`src/design/tx_dbuf_pkg.sv`:
```
// shared constants and types for the host transmit double buffer
package tx_dbuf_pkg;

  // ------------------------------------------------------------
  // apb register map (byte addresses)
  // ------------------------------------------------------------
  localparam logic [7:0] ADDR_CTRL = 8'h00;
  localparam logic [7:0] ADDR_HOLD = 8'h04;
  localparam logic [7:0] ADDR_SHIFT = 8'h08;
  localparam logic [7:0] ADDR_STAT = 8'h0c;
  localparam logic [7:0] ADDR_IRQ_STAT = 8'h10;
  localparam logic [7:0] ADDR_IRQ_CLR = 8'h14;
  localparam logic [7:0] ADDR_IRQ_EN = 8'h18;
  localparam logic [7:0] ADDR_DELAY = 8'h1c;

  // ------------------------------------------------------------
  // field positions
  // ------------------------------------------------------------
  localparam int CTRL_ENABLE = 0;
  localparam int CTRL_CHAR_DELAY = 1;
  localparam int CTRL_FIFO_RESET = 2;
  localparam int STAT_HOLD_EMPTY = 5;
  localparam int STAT_TX_EMPTY = 6;
  localparam int STAT_SHIFT_FULL = 7;
  localparam int IRQ_SHIFT_FULL = 0;
  localparam int IRQ_HOST_EMPTY = 1;
  localparam int IRQ_W = 2;

  // ------------------------------------------------------------
  // reset values and widths
  // ------------------------------------------------------------
  localparam int DELAY_W = 16;
  localparam logic [DELAY_W-1:0] DELAY_RESET = 16'h0400;
  localparam logic [DELAY_W-1:0] DELAY_ZERO = 16'h0000;
  localparam logic [DELAY_W-1:0] DELAY_ONE = 16'h0001;
  localparam logic [1:0] CTRL_RESET = 2'h1;

  // apb request carried as one group
  typedef struct packed {
    logic psel;
    logic penable;
    logic pwrite;
    logic [7:0] paddr;
    logic [31:0] pwdata;
  } apb_req_t;

endpackage

```
`src/design/host_uart_tx_double_buffer.sv`:
```
// host transmit holding register and mpu shift buffer with delay pacing
// ------------------------------------------------------------
// ------------------------------------------------------------
module host_uart_tx_double_buffer
  import tx_dbuf_pkg::*;
(
  // clock and reset
  input wire logic clock,
  input wire logic reset,
  // apb slave
  input wire apb_req_t apb_req,
  output logic [31:0] prdata,
  output logic pready,
  output logic pslverr,
  // host side write port, same clock domain
  input wire logic host_wr,
  input wire logic [7:0] host_wdata,
  // host status bits
  output logic holding_empty_flag,
  output logic transmitter_empty_flag,
  // mpu requests
  output logic mpu_interrupt_request,
  output logic dma_request,
  output logic irq
);

  // ------------------------------------------------------------
  // state
  // ------------------------------------------------------------
  logic [7:0] host_tx_holding_reg_r, host_tx_holding_reg_nxt;
  logic hold_full_r, hold_full_nxt;
  logic hold_empty_r, hold_empty_nxt;
  logic [7:0] mpu_tx_shift_buffer_r, mpu_tx_shift_buffer_nxt;
  logic shift_full_r, shift_full_nxt;
  logic [DELAY_W-1:0] timer_r, timer_nxt;
  logic timed_out_r, timed_out_nxt;
  logic read_seen_r, read_seen_nxt;
  logic host_empty_r, host_empty_nxt;
  logic [1:0] ctrl_r, ctrl_nxt;
  logic [DELAY_W-1:0] delay_r, delay_nxt;
  logic [IRQ_W-1:0] irq_stat_r, irq_stat_nxt;
  logic [IRQ_W-1:0] irq_en_r, irq_en_nxt;
  logic [31:0] prdata_r, prdata_nxt;
  logic pready_r, pready_nxt;
  logic pslverr_r, pslverr_nxt;
  logic irq_r, irq_nxt;
  logic req_r, req_nxt;

  // pready is registered: it rises one cycle into the access phase, and
  // writes and the emptying read land only at the edge that completes it
  logic acc, done, wr_done, rd_acc, fifo_reset, move, mpu_read;
  logic host_empty_set, delay_mode;

  function automatic logic hit(input logic [7:0] a, input logic [7:0] r);
    hit = (a == r);
  endfunction
  // writable offsets; any other write is answered with an error
  function automatic logic wr_mapped(input logic [7:0] a);
    wr_mapped = hit(a, ADDR_CTRL) || hit(a, ADDR_IRQ_CLR)
      || hit(a, ADDR_IRQ_EN) || hit(a, ADDR_DELAY);
  endfunction

  assign acc = apb_req.psel && apb_req.penable && !pready_r;
  assign done = apb_req.psel && apb_req.penable && pready_r;
  assign wr_done = done && apb_req.pwrite;
  assign rd_acc = acc && !apb_req.pwrite;
  assign delay_mode = ctrl_r[CTRL_CHAR_DELAY];
  assign fifo_reset = wr_done && hit(apb_req.paddr, ADDR_CTRL)
    && apb_req.pwdata[CTRL_FIFO_RESET];
  // reading the shift buffer empties it once the transfer completes
  assign mpu_read = done && !apb_req.pwrite
    && hit(apb_req.paddr, ADDR_SHIFT);

  // ------------------------------------------------------------
  // transfer and flags
  // ------------------------------------------------------------
  // move holding to shift; with delay mode it waits for time-out
  always_comb
  begin
    move = ctrl_r[CTRL_ENABLE] && hold_full_r && !shift_full_r
      && (!delay_mode || timed_out_r);
    // in delay mode host empty set needs read, empty holding and shift, and expired timer
    if (delay_mode)
      host_empty_set = read_seen_r && !hold_full_r && !shift_full_r
        && timer_r == DELAY_ZERO && !move;
    else
      host_empty_set = !hold_full_r && !shift_full_r && !move;
  end

  // next state of the data path
  always_comb
  begin
    host_tx_holding_reg_nxt = host_tx_holding_reg_r;
    hold_full_nxt = hold_full_r;
    mpu_tx_shift_buffer_nxt = mpu_tx_shift_buffer_r;
    shift_full_nxt = shift_full_r;
    timer_nxt = timer_r;
    timed_out_nxt = timed_out_r;
    read_seen_nxt = read_seen_r;
    host_empty_nxt = host_empty_r;
    if (timer_r != DELAY_ZERO)
      timer_nxt = timer_r - DELAY_ONE;
    if (move)
    begin
      mpu_tx_shift_buffer_nxt = host_tx_holding_reg_r;
      shift_full_nxt = 1'b1;
      hold_full_nxt = 1'b0;
      timer_nxt = delay_r;
      timed_out_nxt = 1'b0;
      read_seen_nxt = 1'b0;
    end
    else if (timer_r == DELAY_ONE)
      timed_out_nxt = 1'b1;
    if (mpu_read && shift_full_r)
    begin
      shift_full_nxt = 1'b0;
      read_seen_nxt = 1'b1;
    end
    // a fresh host byte lands whenever the holding register frees
    if (host_wr && (!hold_full_r || move))
    begin
      host_tx_holding_reg_nxt = host_wdata;
      hold_full_nxt = 1'b1;
    end
    if (host_empty_set && !host_wr)
    begin
      host_empty_nxt = 1'b1;
      timed_out_nxt = 1'b1;
    end
    else if (host_wr || hold_full_r || shift_full_r)
      host_empty_nxt = 1'b0;
    if (fifo_reset)
    begin
      hold_full_nxt = 1'b0;
      shift_full_nxt = 1'b0;
      timer_nxt = DELAY_ZERO;
      timed_out_nxt = 1'b1;
      read_seen_nxt = 1'b1;
      host_empty_nxt = 1'b1;
    end
    hold_empty_nxt = !hold_full_nxt;
  end

  always_ff @(posedge clock)
  begin
    if (reset)
    begin
      host_tx_holding_reg_r <= 8'h00;
      hold_full_r <= 1'b0;
      hold_empty_r <= 1'b1;
      mpu_tx_shift_buffer_r <= 8'h00;
      shift_full_r <= 1'b0;
      timer_r <= DELAY_ZERO;
      timed_out_r <= 1'b1;
      read_seen_r <= 1'b1;
      host_empty_r <= 1'b1;
    end
    else
    begin
      host_tx_holding_reg_r <= host_tx_holding_reg_nxt;
      hold_full_r <= hold_full_nxt;
      hold_empty_r <= hold_empty_nxt;
      mpu_tx_shift_buffer_r <= mpu_tx_shift_buffer_nxt;
      shift_full_r <= shift_full_nxt;
      timer_r <= timer_nxt;
      timed_out_r <= timed_out_nxt;
      read_seen_r <= read_seen_nxt;
      host_empty_r <= host_empty_nxt;
    end
  end

  // ------------------------------------------------------------
  // registers, interrupts and bus answer
  // ------------------------------------------------------------
  // status set wins over a clear in the same cycle
  always_comb
  begin
    ctrl_nxt = ctrl_r;
    delay_nxt = delay_r;
    irq_en_nxt = irq_en_r;
    irq_stat_nxt = irq_stat_r;
    prdata_nxt = prdata_r;
    pslverr_nxt = 1'b0;
    pready_nxt = acc;
    if (acc && apb_req.pwrite && !wr_mapped(apb_req.paddr))
      pslverr_nxt = 1'b1;
    if (wr_done)
    begin
      unique case (apb_req.paddr)
        ADDR_CTRL: ctrl_nxt = apb_req.pwdata[1:0];
        ADDR_IRQ_CLR: irq_stat_nxt = irq_stat_r & ~apb_req.pwdata[IRQ_W-1:0];
        ADDR_IRQ_EN: irq_en_nxt = apb_req.pwdata[IRQ_W-1:0];
        ADDR_DELAY: delay_nxt = apb_req.pwdata[DELAY_W-1:0];
        default: ;
      endcase
    end
    if (rd_acc)
    begin
      prdata_nxt = 32'h0000_0000;
      unique case (apb_req.paddr)
        ADDR_CTRL: prdata_nxt[1:0] = ctrl_r;
        ADDR_HOLD: prdata_nxt[7:0] = host_tx_holding_reg_r;
        ADDR_SHIFT: prdata_nxt[7:0] = mpu_tx_shift_buffer_r;
        ADDR_STAT:
        begin
          prdata_nxt[STAT_HOLD_EMPTY] = !hold_full_r;
          prdata_nxt[STAT_TX_EMPTY] = !shift_full_r;
          prdata_nxt[STAT_SHIFT_FULL] = shift_full_r;
        end
        ADDR_IRQ_STAT: prdata_nxt[IRQ_W-1:0] = irq_stat_r;
        ADDR_IRQ_EN: prdata_nxt[IRQ_W-1:0] = irq_en_r;
        ADDR_DELAY: prdata_nxt[DELAY_W-1:0] = delay_r;
        default: pslverr_nxt = 1'b1;
      endcase
    end
    if (shift_full_nxt && !shift_full_r)
      irq_stat_nxt[IRQ_SHIFT_FULL] = 1'b1;
    if (host_empty_nxt && !host_empty_r)
      irq_stat_nxt[IRQ_HOST_EMPTY] = 1'b1;
    irq_nxt = |(irq_stat_nxt & irq_en_nxt);
    req_nxt = shift_full_nxt;
  end

  always_ff @(posedge clock)
  begin
    if (reset)
    begin
      ctrl_r <= CTRL_RESET;
      delay_r <= DELAY_RESET;
      irq_en_r <= '0;
      irq_stat_r <= '0;
      prdata_r <= 32'h0000_0000;
      pready_r <= 1'b0;
      pslverr_r <= 1'b0;
      irq_r <= 1'b0;
      req_r <= 1'b0;
    end
    else
    begin
      ctrl_r <= ctrl_nxt;
      delay_r <= delay_nxt;
      irq_en_r <= irq_en_nxt;
      irq_stat_r <= irq_stat_nxt;
      prdata_r <= prdata_nxt;
      pready_r <= pready_nxt;
      pslverr_r <= pslverr_nxt;
      irq_r <= irq_nxt;
      req_r <= req_nxt;
    end
  end

  // outputs straight from flops; mpu interrupt and dma request both carry req_r
  assign prdata = prdata_r;
  assign pready = pready_r;
  assign pslverr = pslverr_r;
  assign holding_empty_flag = hold_empty_r;
  assign transmitter_empty_flag = host_empty_r;
  assign mpu_interrupt_request = req_r;
  assign dma_request = req_r;
  assign irq = irq_r;
endmodule

```
`config.mk`:
```
export PLATFORM = sky130hd
export DESIGN_NAME = host_uart_tx_double_buffer
export DESIGN_NICKNAME = d
export VERILOG_FILES = /design/src/design/tx_dbuf_pkg.sv /design/src/design/host_uart_tx_double_buffer.sv
export SDC_FILE = /design/constraint.sdc
export NUM_CORES = 1
export LEC_CHECK = 0
export ABC_AREA = 1
export BUFFER_PORTS_ARGS = -buffer_cell sky130_fd_sc_hd__buf_2
export CAP_MARGIN = 20
export CELL_PAD_IN_SITES_DETAIL_PLACEMENT = 0
export CELL_PAD_IN_SITES_GLOBAL_PLACEMENT = 1
export CORE_UTILIZATION = 38
export CTS_BUF_LIST = sky130_fd_sc_hd__clkbuf_4 sky130_fd_sc_hd__clkbuf_8 sky130_fd_sc_hd__clkbuf_16
export CTS_CLUSTER_SIZE = 8
export DETAILED_ROUTE_END_ITERATION = 6
export PLACE_DENSITY_LB_ADDON = 0.1
export SYNTH_ARGS = -nofsm -noshare
export SYNTH_HDL_FRONTEND = slang
export SYNTH_SLANG_ARGS = --single-unit
```
`constraint.sdc`:
```
create_clock -name clock -period 1.6 [get_ports clock]
set_input_delay 0.08 -clock clock [delete_from_list [all_inputs] [get_ports clock]]
set_output_delay 0.08 -clock clock [all_outputs]
set_load 0.05 [all_outputs]
```
==> impl_results.md, run 1 <==
* Maximum clock frequency at 689 MHz
* CP delay by family, top: simple AND/OR/NAND/NOR gates
* Setup TNS at 0 ns
* Port bufs at 60
* P_leak at 0.00203 uW
* Vias at 3416
* Layout cell share with drive strength beyond 1 at 23.2%
* Worst Setup SP: timer_r[2]$_SDFFE_PP0P_
* Initial DRC count at 134
* Skew-Pair Late Insertion Delay at 0.35 ns
* Worst setup SP type: flop
* MaxCap Viol Count at 0
* Total wire length at 9530 um
* Most used cell, CP: nand2_1
* Multi-input gate area at 1870 um2
* Setup Skew at 0.00948 ns
* Rows at 36
* Setup bufs post-CTS at 0
* DRT Pass-1 Iters at 4
* Syn avg cell area at 7.34 um2
* CTS clk-pin slew, worst paths at 0.08 ns
* Growth of design area from synthesis to finish at 21.0%
* I/O Pins at 93
* Routability cong. at 0.800
* Yosys Warn Count at 0
* Endpoints failing setup at 0
* Antenna Nets Post-Route at 0
* Worst path bufs/invs at 0
* DR vias/cell at 4.61
* Final period utilization at 90.7%
* Clock buffer count from CTS at 9
* Register Area at 1580 um2
* Crit-path cells: nor2_1 > nand2_1 > nor2_2 > nand3_1 > nand2_1 > nand2_1 > nand2_1 > nand2_1 > nand2_1 > nand2_1 > nand2_1
* Tightest Hold Check Type: in2reg
* Initial antenna violation count at 0
* Max clock buf depth at 2
* Cell area power density at 1380 nW/um2
* Largest net degree at the start of global routing at 24
* Synth Instances at 518
* Crit path max-delay cell type: dfxtp_1
* Die height at 102 um
* Fin crit period at 1.45 ns
* Pre-CTS setup slack at 0.0724 ns
* GRT Residual Overflow at 0
* Setup CP Type: reg2reg
* Worst vdd ir at 0.000547 V
* Total GRT Usage at 19.6%
* Mapped cell area at 3800 um2
* Die Wd at 102 um
* HP Start: apb_req[1]
* Core Area at 9730 um2
* Routed len/inst at 12.9 um
* Critical Path End Type: flop
* Hold slack at 0.0221 ns
* Hpwl dp at 7170 um
* N_diodes at 0
* R2r startpoint: timer_r[2]$_SDFFE_PP0P_
* DR DRC count at 0
* Worst EP required at 1.90 ns
* Critical Path AT at 1.75 ns
* Tot Pwr at 6330 uW
* First-pass GRT wire length at 15400 um
* Vias in the first global route at 3135
* Fillers at 1047
* Run status: finished, final reports clean
* Final #Nets at 661
* Clock sink count at 79
* CTS HTree Levels at 3
* Die ar. at 10400 um2
* CP Max Fanout at 3
* CTS tree: yes
* Starting density of the core at 39.1%
* Root buffer cell: clkbuf_8
* RSZ-0062 raised after global routing: no
* Final hold vios at 0
* Synth Register Bits at 79
* Final slew viol count at 0
* Crit path largest cell delay at 0.34 ns
* Synth cell types at 36
* Setup WS post-layout at 0.149 ns
* Register area share after synthesis at 41.6%
## worst paths after layout
path	end	slack (ns)	cells after the start
max	irq$_SDFF_PP0_	0.15	11
min	delay_r[1]$_SDFFE_PP0P_	0.02	3
max reg2reg	irq$_SDFF_PP0_	0.15	11
min reg2reg	prdata[6]$_SDFFE_PP0P_	0.46	2
## metal layers
metal | vias up | GRT usage [%] | wire, um
li1 | 1811 | - | -
met4 | 0 | 7.58 | 138
met5 | - | 0 | 0
met3 | 12 | 3.28 | 264
met2 | 64 | 32.3 | 4520
met1 | 1529 | 25.6 | 4600
## logic make-up after synthesis
group | count (synthesis) | synth area share [%]
other | 1 | 0.0987
and+or+nand+nor | 226 | 25.9
xor gates and xnor gates | 13 | 3.00
DFF | 79 | 41.6
AOI/OAI and AO/OA | 116 | 17.4
adders and majority gates | 3 | 0.988
buffers and inverters | 80 | 11.0
## synth_stat cells, drive strengths merged
library cell | number | area, um2
nand2 | 129 | 522
dfxtp | 79 | 1580
nor2 | 67 | 285
a21oi | 56 | 322
o21ai | 48 | 244
inv | 43 | 161
buf | 29 | 223
nand3 | 20 | 110
xor2 | 8 | 70.1
clkbuf | 6 | 22.5
nor3 | 6 | 41.3
xnor2 | 5 | 43.8
a22oi | 4 | 30.0
a211oi | 3 | 27.5
ha | 3 | 37.5
a31oi | 2 | 12.5
clkinv | 2 | 10.0
nand3b | 2 | 15.0
nor4 | 2 | 12.5
o2111ai | 2 | 17.5
conb | 1 | 3.75
o211ai | 1 | 7.51
## worst register-to-register path: cells and delay by family, from the launching register on
family | cells | cell delay (ns)
DFF | 1 | 0.34
and+or+nand+nor | 11 | 1.06
## metrics by stage
step / cell area, um2 / instances / util (%)
after CTS: 4590 / 741 / 47.2
after global routing: 4600 / 741 / 47.3
after global placement: 4210 / 707 / 43.3
final: 4600 / 741 / 47.3
after floorplan: 3860 / 533 / -
after detailed placement: 4210 / 707 / 43.3
## sequential cells by signal (all words and copies together), names as in the netlist, 2 cells and up
signal	count
delay_r	16
prdata	16
timer_r	16
host_tx_holding_reg_r	8
mpu_tx_shift_buffer_r	8
ctrl_r	2
irq_en_r	2
irq_stat_r	2
## layout make-up
type | count | area share, %
multi-input cells | 374 | 40.6
flip-flops and latches | 79 | 34.4
repair buffers | 95 | 13.6
inverters | 45 | 3.73
well taps | 133 | 3.62
clock buffers | 9 | 2.69
clock inverters | 6 | 1.36
## cells in the final DEF (no fill, tap or decap), drive strengths merged
master and count:
nor2 67, o21ai 48, nand3 20, xor2 8, nor4 2, clkbuf 9, bufinv 1, ha 3
inv 43, dlygate4sd3 19, dfxtp 79, buf 76, clkinv 7, nand3b 2, o2111ai 2, conb 16
a21oi 56, nor3 6, xnor2 5, a31oi 2, a211oi 3, nand2 129, o211ai 1, a22oi 4
## timing repair
| item | in CTS | in global routing |
|---|---|---|
| hold buffers | 19 | 0 |
| hold endpoints to repair | 19 | 0 |
| gates resized for setup | 0 | 6 |
| setup endpoints to repair | 0 | 14 |
## where the power goes
group	internal, uW	switching [uW]	total [uW]
clock	709	739	1450
combinational	965	1510	2470
sequential	2220	189	2410
Note: power is estimated with default switching activity, not from simulation.
==> run 2, diff against run 1 <==
- CORE_UTILIZATION: 38 -> 34
- CTS_CLUSTER_SIZE: 8 -> not set
- SKIP_CTS_REPAIR_TIMING: not set -> 1
- clock period: 1.6 -> 1.3 ns (I/O delays scaled with it)
==> run 2 against run 1 <==
  * The run now ends with negative setup slack left
  * Worst hold slack got worse by 0.020 ns
  * Design area increased by 20%
  * Sequential power rose by 26%
  * Critical endpoint is now host_tx_holding_reg_r[3]$_SDFFE_PP0P_
  * Largest power group unchanged
  * Wire length rose by 19%
  * Critical path type unchanged
  * Highest routed layer unchanged
==> impl_results.md, run 2 (synthesized netlist as in run 1, its figures left out) <==
* Run status: finished, violations left
* Failing checks: negative setup slack
* GRT Residual Overflow at 0
* Worst setup SP type: flop
* CTS clk-pin slew, worst paths at 0.09 ns
* Die ar. at 11600 um2
* Cell area power density at 1720 nW/um2
* Vias at 3734
* Routed len/inst at 14.1 um
* Worst vdd ir at 0.000945 V
* Final instance area at 5510 um2
* Power share of the sequential group at 32.0%
* Initial DRC count at 168
* Int Power at 5610 uW
* P_leak at 0.00239 uW
* Setup WS post-layout at -0.0738 ns
* Total wire length at 11400 um
* Endpoints failing setup at 36
* Skew-Pair Late Insertion Delay at 0.35 ns
* Clock buffer count from CTS at 9
* Reg2Reg Depth at 8
* Multi-input gate area at 2190 um2
* R2R setup slack at -0.07 ns
* Die height at 108 um
* Maximum clock frequency at 728 MHz
* Starting density of the core at 35.1%
* Final #Nets at 721
* Final slew viol count at 0
* Final period utilization at 106%
* DR vias/cell at 4.62
* Worst EP required at 1.55 ns
* Register Area at 1600 um2
* Pre-CTS setup slack at -0.157 ns
* Initial antenna violation count at 0
* First-pass GRT wire length at 17300 um
* R2R Path End: host_tx_holding_reg_r[3]$_SDFFE_PP0P_
* DRT Pass-1 Iters at 4
* Commonest cells after routing, fill and taps aside: 95 x nand2_1, 70 x dfxtp_1, 60 x buf_2, 60 x buf_4, 47 x nor2_1
* Critical Path End Type: flop
* R2r startpoint: ctrl_r[0]$_SDFFE_PP1N_
* Layout cell share with drive strength beyond 1 at 42.2%
* Vias in the first global route at 3438
* Antenna Nets Post-Route at 0
* Psw at 3860 uW
* N_diodes at 0
* CTS HTree Levels at 3
* CP Max Fanout at 6
* Worst setup endpoint: host_tx_holding_reg_r[3]$_SDFFE_PP0P_
* Critical Path AT at 1.63 ns
* Placed inst area at 4610 um2
* Tightest Hold Check Type: in2reg
* RSZ-0062 raised after global routing: yes
* Routability cong. at 0.795
* Clock sink count at 79
* HP Start: apb_req[1]
* Fin crit period at 1.37 ns
* Hpwl dp at 8010 um
* DR DRC count at 0
* Total GRT Usage at 19.6%
* Die Wd at 108 um
* Setup Skew at 0.00981 ns
* Rows at 38
* I/O Pins at 93
* Max clock buf depth at 2
* Fillers at 1101
* Worst Setup SP: ctrl_r[0]$_SDFFE_PP1N_
* Crit path max-delay cell type: dfxtp_2
* CTS tree: yes
* Comb pwr share at 49.5%
* Switching Fraction at 40.8%
* Largest net degree at the start of global routing at 29
* Port bufs at 60
* Setup CP Type: reg2reg
* Core Area at 10800 um2
* Crit-path cells: inv_2 > nor3_4 > o21ai_4 > nand2_2 > nand2_4 > clkbuf_16 > o21ai_2 > nor2_1
* Commonest non-fill, non-tap cell in the layout: nand2_1
* Growth of design area from synthesis to finish at 45.0%
* Root buffer cell: clkbuf_8
* Crit path largest cell delay at 0.34 ns
* MaxCap Viol Count at 0
* Clock share of power at 18.5%
* Final hold vios at 0
run 2: cell types whose count changed in the layout (fill, tap and decap cells not counted), moves of 5 or more:
| cell | before | now |
|---|---|---|
| o21ai_0 | 46 | 20 |
| dfxtp_2 | 1 | 6 |
| nand2_2 | 14 | 30 |
| nand2_1 | 114 | 95 |
| inv_1 | 37 | 30 |
| o21ai_2 | 1 | 17 |
| buf_6 | 0 | 10 |
| dfxtp_1 | 78 | 70 |
| buf_4 | 15 | 60 |
| nor2_1 | 58 | 47 |
| nor2_4 | 0 | 8 |
| o21ai_1 | 1 | 9 |
run 2: layer usage:
layer	vias up	global-route usage (%)	wire length (um)
met5	-	0	0
met4	0	6.16	106
met3	9	2.54	238
met2	50	32.0	5700
met1	1737	26.6	5340
li1	1938	-	-
run 2: how the worst min path moves through the flow:
stage / depth (start not counted) / endpoint / slack [ns]
after floorplan: 1 / pready$_SDFF_PP0_ / 0.14
after global placement: 3 / delay_r[10]$_SDFFE_PP1P_ / 0.28
after detailed placement: 3 / delay_r[10]$_SDFFE_PP1P_ / 0.29
after CTS: 3 / delay_r[10]$_SDFFE_PP1P_ / -0.09
after global routing: 3 / delay_r[1]$_SDFFE_PP0P_ / 0.009
final: 3 / delay_r[1]$_SDFFE_PP0P_ / 0.003
run 2: stage by stage:
stage / hold slack (ns) / util, % / TNS [ns] / total power, uW / cells
after floorplan: 0.140 / - / -0.0134 / 5290 / 533
after global placement: 0.285 / 42.5 / -3.67 / 6540 / 760
after detailed placement: 0.287 / 42.5 / -4.80 / 6540 / 760
after CTS: -0.0922 / 44.1 / -4.96 / 8300 / 776
after global routing: 0.00936 / 50.8 / -5.13 / 10100 / 809
final: 0.00253 / 50.8 / -1.31 / 9470 / 809
run 2: worst max-delay path: cells and delay by family (launching register included):
family,cells,cell delay (ns)
compound gates,2,0.24
simple gates,4,0.46
buf+inv,2,0.22
flops,1,0.34
run 2: area by class of cell:
type / count / share of cell area, %
Clock inverter: 7 / 0.999
Timing Repair Buffer: 155 / 21.5
Sequential cell: 79 / 29.0
Multi-Input combinational cell: 374 / 39.7
Tap cell: 140 / 3.18
Inverter: 45 / 3.32
Clock buffer: 9 / 2.25
run 2: power groups by stage:
stage	Sequential, uW	Clock [uW]	Combinational [uW]
floorplan	3070	0	2230
finish	3030	1750	4680
CTS	2940	1790	3570
global route	3070	1900	5160
detailed placement	3000	0	3540
global placement	2990	0	3550
